`src/logic/pmc_map.vh`:
```
// Register offsets, field positions, reset values and encodings of the power mode controller
`ifndef PMC_MAP_VH
`define PMC_MAP_VH

// ****************************************
// Register byte offsets
// ****************************************
`define PMC_PLL_CONTROL_REGISTER_OFS    8'h00
`define PMC_MODE_REQ_OFS   8'h04
`define PMC_VOLT_CTL_OFS   8'h08
`define PMC_PERIPH_EN_OFS  8'h0C
`define PMC_STATUS_OFS     8'h10
`define PMC_WAKE_EN_OFS    8'h14

// ****************************************
// Field positions
// ****************************************
`define PMC_PLL_DIS_BIT    0
`define PMC_BYPASS_BIT     1
`define PMC_MULT_LSB       2
`define PMC_MULT_MSB       7
`define PMC_FREQ_LSB       0
`define PMC_FREQ_MSB       1
`define PMC_WAKE_PIN_BIT   0
`define PMC_WAKE_RTC_BIT   1

// ****************************************
// Reset values
// ****************************************
`define PMC_MULT_RST       6'h0A
`define PMC_FREQ_RST       2'h3
`define PMC_PERIPH_RST     16'hFFFF
`define PMC_WAKE_EN_RST    2'h3

// ****************************************
// Mode encodings
// ****************************************
`define PMC_MODE_FULL_ON   3'h0
`define PMC_MODE_ACTIVE    3'h1
`define PMC_MODE_SLEEP     3'h2
`define PMC_MODE_DEEP      3'h3
`define PMC_MODE_HIBERNATE 3'h4

// ****************************************
// Bus responses
// ****************************************
`define PMC_RESP_OKAY      2'h0
`define PMC_RESP_SLVERR    2'h2

`endif

```
`src/logic/pmc_controller.v`:
```
// Dynamic power mode controller with AXI4-Lite register slave
// Function
// - In full-on the PLL is enabled and not bypassed, core and system clocks run from the PLL.
// - After reset the controller sits in full-on.
// - In active the PLL is bypassed so both clocks run at the input clock pin rate.
// - A multiplier written in active is held and applied only on the next entry to full-on.
// - In active, DMA to level-one memory stays permitted.
// - In sleep the core clock is gated off while PLL and system clock keep running.
// - A wakeup from sleep picks full-on when bypass is clear and active when it is set.
// - In sleep all system DMA to level-one memory is blocked.
// - A zero-volt supply setting enters hibernate with PLL, clocks and core power off.
// - Each peripheral has its own clock gate under software control.
// - Exactly four operating modes plus the hibernate state exist.
// - In deep sleep PLL, core and system clocks stop while core power stays on.
// - Deep sleep exits only by reset to full-on or by an RTC interrupt to active.
// - Any enabled wakeup in hibernate starts the full hardware reset sequence.
//
// Decided for this implementation: register access over AXI4-Lite and the register offsets.
`timescale 1ns/1ps
`include "pmc_map.vh"

module pmc_controller (
    input  wire        ref_clk_in,
    input  wire        rst_in,
    // AXI4-Lite slave
    input  wire [7:0]  s_axi_awaddr_in,
    input  wire        s_axi_awvalid_in,
    output wire        s_axi_awready_out,
    input  wire [31:0] s_axi_wdata_in,
    input  wire [3:0]  s_axi_wstrb_in,
    input  wire        s_axi_wvalid_in,
    output wire        s_axi_wready_out,
    output reg  [1:0]  s_axi_bresp_out,
    output reg         s_axi_bvalid_out,
    input  wire        s_axi_bready_in,
    input  wire [7:0]  s_axi_araddr_in,
    input  wire        s_axi_arvalid_in,
    output wire        s_axi_arready_out,
    output reg  [31:0] s_axi_rdata_out,
    output reg  [1:0]  s_axi_rresp_out,
    output reg         s_axi_rvalid_out,
    input  wire        s_axi_rready_in,
    // Core and wake sources
    input  wire        core_idle_in,
    input  wire        wake_pin_in,
    input  wire        rtc_wake_in,
    // Clock tree and regulator controls
    output reg         pll_enable_out,
    output reg         pll_bypass_out,
    output reg  [5:0]  pll_mult_out,
    output reg         core_clock_en_out,
    output reg         sys_clock_en_out,
    output reg         core_power_out,
    output reg         dma_l1_allow_out,
    output reg  [15:0] periph_clock_en_out,
    output reg         hw_reset_req_out
);

// ****************************************
// Input synchronisers
// ****************************************
reg  [1:0] wake_pin_sync;
reg  [1:0] rtc_sync;
reg  [1:0] idle_sync;
wire       wake_pin;
wire       rtc_wake;
wire       core_idle;

always @(posedge ref_clk_in or posedge rst_in) begin
    if (rst_in) begin
        wake_pin_sync <= 2'h0;
        rtc_sync      <= 2'h0;
        idle_sync     <= 2'h0;
    end else begin
        wake_pin_sync <= {wake_pin_sync[0], wake_pin_in};
        rtc_sync      <= {rtc_sync[0], rtc_wake_in};
        idle_sync     <= {idle_sync[0], core_idle_in};
    end
end

assign wake_pin  = wake_pin_sync[1];
assign rtc_wake  = rtc_sync[1];
assign core_idle = idle_sync[1];

// ****************************************
// Registers
// ****************************************
reg        pll_dis;
reg        bypass;
reg  [5:0] mult_pending;
reg  [2:0] mode;
reg  [2:0] mode_req;
reg        req_pending;
reg  [1:0] freq;
reg [15:0] periph_en;
reg  [1:0] wake_en;

// Set states: full-on, active, sleep, deep sleep only; hibernate and higher codes map to full-on
function [2:0] pmc_legal;
    input [2:0] m;
    begin
        pmc_legal = (m > `PMC_MODE_DEEP) ? `PMC_MODE_FULL_ON : m;
    end
endfunction

// ****************************************
// AXI4-Lite write channel
// ****************************************
reg        aw_held;
reg  [7:0] aw_addr;
reg        w_held;
reg [31:0] w_data;
reg  [3:0] w_strb;
wire       wr_go;

assign s_axi_awready_out = !aw_held && !s_axi_bvalid_out;
assign s_axi_wready_out  = !w_held && !s_axi_bvalid_out;
assign wr_go             = aw_held && w_held;

always @(posedge ref_clk_in or posedge rst_in) begin
    if (rst_in) begin
        aw_held          <= 1'b0;
        aw_addr          <= 8'h00;
        w_held           <= 1'b0;
        w_data           <= 32'h0000_0000;
        w_strb           <= 4'h0;
        s_axi_bvalid_out <= 1'b0;
        s_axi_bresp_out  <= `PMC_RESP_OKAY;
    end else begin
        if (s_axi_awvalid_in && s_axi_awready_out) begin
            aw_held <= 1'b1;
            aw_addr <= s_axi_awaddr_in;
        end
        if (s_axi_wvalid_in && s_axi_wready_out) begin
            w_held <= 1'b1;
            w_data <= s_axi_wdata_in;
            w_strb <= s_axi_wstrb_in;
        end
        if (wr_go) begin
            aw_held          <= 1'b0;
            w_held           <= 1'b0;
            s_axi_bvalid_out <= 1'b1;
            case (aw_addr)
                `PMC_PLL_CONTROL_REGISTER_OFS, `PMC_MODE_REQ_OFS, `PMC_VOLT_CTL_OFS,
                `PMC_PERIPH_EN_OFS, `PMC_STATUS_OFS, `PMC_WAKE_EN_OFS: begin
                    s_axi_bresp_out <= `PMC_RESP_OKAY;
                end
                default: begin
                    s_axi_bresp_out <= `PMC_RESP_SLVERR;
                end
            endcase
        end else if (s_axi_bvalid_out && s_axi_bready_in) begin
            s_axi_bvalid_out <= 1'b0;
        end
    end
end

// ****************************************
// Mode sequencer and software registers
// ****************************************
reg  [2:0] next_mode;
reg        wake_any;

always @* begin
    next_mode = mode;
    wake_any  = (wake_pin && wake_en[`PMC_WAKE_PIN_BIT]) || (rtc_wake && wake_en[`PMC_WAKE_RTC_BIT]);
    case (mode)
        `PMC_MODE_FULL_ON, `PMC_MODE_ACTIVE: begin
            if (freq == 2'h0 && core_idle) begin
                next_mode = `PMC_MODE_HIBERNATE;
            end else if (req_pending && core_idle) begin
                next_mode = mode_req;
            end
        end
        `PMC_MODE_SLEEP: begin
            if (wake_any) begin
                next_mode = bypass ? `PMC_MODE_ACTIVE : `PMC_MODE_FULL_ON;
            end
        end
        `PMC_MODE_DEEP: begin
            if (rtc_wake) begin
                next_mode = `PMC_MODE_ACTIVE;
            end
        end
        `PMC_MODE_HIBERNATE: begin
            next_mode = `PMC_MODE_HIBERNATE;
        end
        default: begin
            next_mode = `PMC_MODE_FULL_ON;
        end
    endcase
end

always @(posedge ref_clk_in or posedge rst_in) begin
    if (rst_in) begin
        mode             <= `PMC_MODE_FULL_ON;
        mode_req         <= `PMC_MODE_FULL_ON;
        req_pending      <= 1'b0;
        pll_dis          <= 1'b0;
        bypass           <= 1'b0;
        mult_pending     <= `PMC_MULT_RST;
        pll_mult_out     <= `PMC_MULT_RST;
        freq             <= `PMC_FREQ_RST;
        periph_en        <= `PMC_PERIPH_RST;
        wake_en          <= `PMC_WAKE_EN_RST;
        hw_reset_req_out <= 1'b0;
    end else begin
        mode <= next_mode;
        if (next_mode != mode) begin
            req_pending <= 1'b0;
        end
        // New multiplier reaches the PLL on entry to full-on, or at once when written in full-on
        if (next_mode == `PMC_MODE_FULL_ON && mode != `PMC_MODE_FULL_ON) begin
            pll_mult_out <= mult_pending;
        end
        // Reset sequence restores the supply setting so the state is left
        hw_reset_req_out <= (mode == `PMC_MODE_HIBERNATE) && wake_any;
        if (wr_go && w_strb[0]) begin
            case (aw_addr)
                `PMC_PLL_CONTROL_REGISTER_OFS: begin
                    // Disable only honoured in active; software re-enables before leaving
                    pll_dis      <= w_data[`PMC_PLL_DIS_BIT] && (mode == `PMC_MODE_ACTIVE);
                    bypass       <= w_data[`PMC_BYPASS_BIT];
                    mult_pending <= w_data[`PMC_MULT_MSB:`PMC_MULT_LSB];
                    if (mode == `PMC_MODE_FULL_ON) begin
                        pll_mult_out <= w_data[`PMC_MULT_MSB:`PMC_MULT_LSB];
                    end
                end
                `PMC_MODE_REQ_OFS: begin
                    mode_req    <= pmc_legal(w_data[2:0]);
                    req_pending <= 1'b1;
                end
                `PMC_VOLT_CTL_OFS: begin
                    freq <= w_data[`PMC_FREQ_MSB:`PMC_FREQ_LSB];
                end
                `PMC_WAKE_EN_OFS: begin
                    wake_en <= w_data[1:0];
                end
                default: begin
                    periph_en <= periph_en;
                end
            endcase
        end
        if (wr_go && aw_addr == `PMC_PERIPH_EN_OFS) begin
            if (w_strb[0]) periph_en[7:0]  <= w_data[7:0];
            if (w_strb[1]) periph_en[15:8] <= w_data[15:8];
        end
    end
end

// ****************************************
// Clock and power outputs per mode
// ****************************************
always @(posedge ref_clk_in or posedge rst_in) begin
    if (rst_in) begin
        pll_enable_out      <= 1'b1;
        pll_bypass_out      <= 1'b0;
        core_clock_en_out   <= 1'b1;
        sys_clock_en_out    <= 1'b1;
        core_power_out      <= 1'b1;
        dma_l1_allow_out    <= 1'b1;
        periph_clock_en_out <= `PMC_PERIPH_RST;
    end else begin
        periph_clock_en_out <= periph_en & {16{next_mode < `PMC_MODE_DEEP}};
        case (next_mode)
            `PMC_MODE_FULL_ON: begin
                pll_enable_out    <= 1'b1;
                pll_bypass_out    <= 1'b0;
                core_clock_en_out <= 1'b1;
                sys_clock_en_out  <= 1'b1;
                core_power_out    <= 1'b1;
                dma_l1_allow_out  <= 1'b1;
            end
            `PMC_MODE_ACTIVE: begin
                pll_enable_out    <= !pll_dis;
                pll_bypass_out    <= 1'b1;
                core_clock_en_out <= 1'b1;
                sys_clock_en_out  <= 1'b1;
                core_power_out    <= 1'b1;
                dma_l1_allow_out  <= 1'b1;
            end
            `PMC_MODE_SLEEP: begin
                pll_enable_out    <= 1'b1;
                pll_bypass_out    <= bypass;
                core_clock_en_out <= 1'b0;
                sys_clock_en_out  <= 1'b1;
                core_power_out    <= 1'b1;
                dma_l1_allow_out  <= 1'b0;
            end
            `PMC_MODE_DEEP: begin
                pll_enable_out    <= 1'b0;
                pll_bypass_out    <= bypass;
                core_clock_en_out <= 1'b0;
                sys_clock_en_out  <= 1'b0;
                core_power_out    <= 1'b1;
                dma_l1_allow_out  <= 1'b0;
            end
            default: begin
                pll_enable_out    <= 1'b0;
                pll_bypass_out    <= 1'b0;
                core_clock_en_out <= 1'b0;
                sys_clock_en_out  <= 1'b0;
                core_power_out    <= 1'b0;
                dma_l1_allow_out  <= 1'b0;
            end
        endcase
    end
end

// ****************************************
// AXI4-Lite read channel
// ****************************************
assign s_axi_arready_out = !s_axi_rvalid_out;

always @(posedge ref_clk_in or posedge rst_in) begin
    if (rst_in) begin
        s_axi_rvalid_out <= 1'b0;
        s_axi_rdata_out  <= 32'h0000_0000;
        s_axi_rresp_out  <= `PMC_RESP_OKAY;
    end else if (s_axi_arvalid_in && s_axi_arready_out) begin
        s_axi_rvalid_out <= 1'b1;
        s_axi_rresp_out  <= `PMC_RESP_OKAY;
        case (s_axi_araddr_in)
            `PMC_PLL_CONTROL_REGISTER_OFS:   s_axi_rdata_out <= {24'h000000, mult_pending, bypass, pll_dis};
            `PMC_MODE_REQ_OFS:  s_axi_rdata_out <= {28'h0000000, req_pending, mode_req};
            `PMC_VOLT_CTL_OFS:  s_axi_rdata_out <= {30'h00000000, freq};
            `PMC_PERIPH_EN_OFS: s_axi_rdata_out <= {16'h0000, periph_en};
            `PMC_STATUS_OFS:    s_axi_rdata_out <= {18'h00000, pll_mult_out, core_idle, req_pending, 3'h0, mode};
            `PMC_WAKE_EN_OFS:   s_axi_rdata_out <= {30'h00000000, wake_en};
            default: begin
                s_axi_rdata_out <= 32'h0000_0000;
                s_axi_rresp_out <= `PMC_RESP_SLVERR;
            end
        endcase
    end else if (s_axi_rvalid_out && s_axi_rready_in) begin
        s_axi_rvalid_out <= 1'b0;
    end
end

endmodule // pmc_controller

```
`config.mk`:
```
export PLATFORM = sky130hd
export DESIGN_NAME = pmc_controller
export DESIGN_NICKNAME = d
export VERILOG_FILES = /design/src/logic/pmc_controller.v
export VERILOG_INCLUDE_DIRS = /design/src /design/src/logic
export SDC_FILE = /design/constraint.sdc
export NUM_CORES = 1
export LEC_CHECK = 0
export ABC_AREA = 1
export BUFFER_PORTS_ARGS = -buffer_cell sky130_fd_sc_hd__clkbuf_2
export CAP_MARGIN = 30
export CORE_ASPECT_RATIO = 0.75
export CORE_MARGIN = 2
export CORE_UTILIZATION = 57
export CTS_CLUSTER_DIAMETER = 120
export DETAILED_ROUTE_END_ITERATION = 10
export PLACE_DENSITY = 0.85
export SKIP_LAST_GASP = 1
export SLEW_MARGIN = 10
export SYNTH_ARGS = -nofsm -noshare
export SYNTH_HDL_FRONTEND = slang
export SYNTH_SLANG_ARGS = --single-unit
```
`constraint.sdc`:
```
create_clock -name ref_clk_in -period 7.79 [get_ports ref_clk_in]
set_input_delay 1.1685 -clock ref_clk_in [delete_from_list [all_inputs] [get_ports ref_clk_in]]
set_output_delay 1.1685 -clock ref_clk_in [all_outputs]
set_load 0.01 [all_outputs]
```
==> impl_results.md <==
- Run status: finished, final reports clean
- Fmax achieved: ~430 MHz
- Detailed-route wire length: 11,600 microns
- Worst flop-to-flop path startpoint: aw_addr[7]
- Cts bufs inserted: 17
- Net Sw Power: 0.000567 W
- Kind of start point of the critical path: register
- Post-synthesis area per instance: 9.35 sq um
- Flip-flop cell with the highest count after synthesis: dfrtp_1
- CP Data Required Time: 6.62 ns
- Via count of the first global-routing pass: 3,955
- Count leader, synth: nand2_1
- Drt first pass iters: 5
- DR vias: 4,090
- Count of state elements after synthesis: approximately 120
- Total congestion overflow after global routing: 0
- Final-layout fill cell count: 660
- Share of total power in combinational logic: a little under a fifth
- Area share of the largest cell type after synthesis: 34.8%
- Leakage: 3.11 nW
- Post-synth EDFFs: 0
- Synth unique cells: 36
- Relative slew margins: approximately 55%
- Maximum net fanout on the critical path: 4
- Post-synthesis instance area: between 0.005 and 0.006 sq mm
- Width of the die: 115 microns
- Sequential element share of the synthesized area: about 57%
- Share of synthesized registers carrying an async set or reset: 100%
- Power Dens Cells: about 310 mW/mm^2
- Post-route clock skew: 0.00576 ns
- CTS tree: done
- Area growth from synthesis to final layout: 20.8%
- Number of routed nets with antenna violations: 0
- Total Routing Usage GR: between 20% and 30%
- DRC viols: 0
- Number of instances in the synthesized netlist: 562
- Worst-margin pin slew: 0.673 ns
- Number of hold-slack violations in the final timing report: 0
- Leading cell types by total area after synthesis: dfrtp_1, dfstp_2, nand2_1
- Chip height: approximately 87 microns
- Clock latency on the worst-skew pair: approximately 0.41 ns
- Setup fix buffers added after clock tree synthesis: 0
- Final critical path time including I/O delays and setup: 2.30 ns
- Count of instances resized after the clock tree is built: 0
- I/O pin count: 132
- Area of the die: 0.0100 sq mm
- First-pass GRT wire length: around 19,000 microns
- Maximum buffer depth of the clock tree: 2
- Total power: ~0.0019 W
- Number of diodes added for antenna fixing: 0
- Area taken by flip-flops and latches: 0.00298 sq mm
- Routed length per placed instance: 14.7 microns
- Data arrival time at the worst-slack endpoint: 1.13 ns
- Share of the clock period used by the worst path after layout: 29.5%
- Average vias per placed instance: 5.18
- Level count of the clock H-tree: 4
- Hold-fix buffer count after cts: 0
- Placer Congestion: around 0.9
- Start point of the critical path: s_axi_bvalid_out
- Count of pins over their slew limit: 0
- WS Path Type: register to output pin
- Net switching share of the total power: between 20 and 30%
- Commonest cells in the netlist: nand2_1, dfrtp_1, inv_1, nor2_1, dfstp_2
- Core area: 0.00901 sq mm
- IR drop worst, VDD: around 0.22 mV
- Nets: ~730
- Fraction of power consumed by the clock network: 39.4%
- Estimated wirelength of the detail-placed design: 8180 microns
- 1st-iter DRT viols: 234
- Layout cells sized above 1: 33.5%
- Share of total power in sequential cells: between 40% and 50%
- Number of port buffers: 95
- Internal Dissipation: approximately 0.0014 W
- Unrepaired setup endpoints after global routing: false
- Clock-pin transition on the worst setup and hold timing paths: 0.05 ns
- Max-cap violation count: 0
- Total Negative Setup Slacks: 0 ns
- Number of sinks driven by the clock tree: between 100 and 150
- Setup violation total in the final timing report: 0
- Initial core utilization: 58.3%
- Largest area contributor in the synthesized netlist: dfrtp_1
- Warning count from the yosys run: 0
- Placement row count: 30
- Origin of the worst min-delay path: wake_pin_sync[0]
- Maximum number of pins on one net before global-route repair: 80
- Combined area of the multi-input logic cells: between 0.0015 and 0.002 sq mm
- Path class of the lowest-slack min-delay path: register to register
- Number of antenna violations at the first check in global routing: 0
- Cell at the root of the clock tree: clkbuf_16
- Setup crit end kind: output pin
- R2R setup slack: about 6 ns
==> layer usage <==
| layer | track usage (%) | vias to the layer above | wire length (microns) |
|---|---|---|---|
| met2 | 38.9 | 181 | 5390 |
| met3 | 7.52 | 18 | 918 |
| li1 | - | 1941 | - |
| met4 | 7.56 | 0 | 161 |
| met1 | 33.3 | 1950 | 5150 |
| met5 | 0 | - | 0 |
==> state kept, by name (all words and copies together) (netlist names), 3 cells and up <==
signal               cells
periph_en               16
aw_addr                  8
w_data                  16
mode_req                 3
periph_clock_en_out     16
mode                     3
s_axi_rdata_out         16
pll_mult_out             6
mult_pending             6
==> cell families after synthesis <==
logic type | Yosys count | synth area share, %
flip-flops | 117 | 56.8
AND/OR/NAND/NOR | 244 | 22.3
AO/OA/AOI/OAI | 85 | 9.43
other | 1 | 0.0714
XOR/XNOR | 1 | 0.167
multiplexers | 8 | 1.71
buffers and inverters | 106 | 9.55
==> worst max-delay path, cell delays in order (launching register included) <==
cell and delay [ns]:
dfrtp_1 0.41, nor2_1 0.16, clkbuf_2 0.16
==> final cells by class <==
| class | count | share of cell area, % |
|---|---|---|
| Sequential cell | 117 | 47.0 |
| Clock buffer | 20 | 7.04 |
| Timing Repair Buffer | 99 | 8.28 |
| Inverter | 74 | 4.49 |
| Multi-Input combinational cell | 356 | 28.9 |
| Tap cell | 112 | 2.21 |
| Clock inverter | 11 | 2.13 |
==> power by group through the flow <==
| stage | Combinational (W) | Clock [W] | Sequential, W |
|---|---|---|---|
| CTS | 0.000353 | 0.000769 | 0.000820 |
| global placement | 0.000328 | 0 | 0.000821 |
| detailed placement | 0.000348 | 0 | 0.000828 |
| floorplan | 0.000247 | 0 | 0.000815 |
| global route | 0.000395 | 0.000798 | 0.000834 |
| finish | 0.000352 | 0.000764 | 0.000822 |
==> stage by stage <==
step / setup slack, ns / hold WS [ns] / area (sq um) / std cells / util [%]
after floorplan: 3.59 / 0.331 / 5320 / 579 / -
after global placement: 5.21 / 0.337 / 5730 / 756 / 63.6
after detailed placement: 5.20 / 0.336 / 5750 / 757 / 63.8
after CTS: 5.48 / 0.349 / 6330 / 788 / 70.3
after global routing: 5.44 / 0.355 / 6350 / 789 / 70.5
final: 5.49 / 0.347 / 6350 / 789 / 70.5
==> cells in the final DEF (no fill, tap or decap), types with 3 or more instances in the layout <==
cell / count
nand2_4: 5
nand2_2: 3
clkinv_2: 6
o21ai_0: 25
nor2_4: 10
dfstp_2: 44
clkbuf_16: 17
a21oi_1: 23
inv_1: 68
nand3_2: 3
nor2_2: 3
nor2_1: 54
clkbuf_2: 95
conb_1: 18
inv_2: 4
o31ai_1: 6
o21ai_1: 10
o21ai_2: 8
nand2_1: 131
nand3_1: 18
bufinv_16: 3
mux2_2: 8
nor3_1: 7
dfrtp_1: 73
o22ai_1: 8
nor3_2: 4
==> path summary, 6_finish.rpt <==
path                                                to  depth (start not counted)
worst max-delay path                 s_axi_awready_out                          2
worst min-delay path                  wake_pin_sync[1]                          0
worst max register to register            periph_en[0]                          6
worst min register to register        wake_pin_sync[1]                          0
max in group asynchronous       periph_clock_en_out[1]                          4
min in group asynchronous             s_axi_bvalid_out                          2
Power figures use the tool's default switching activity.
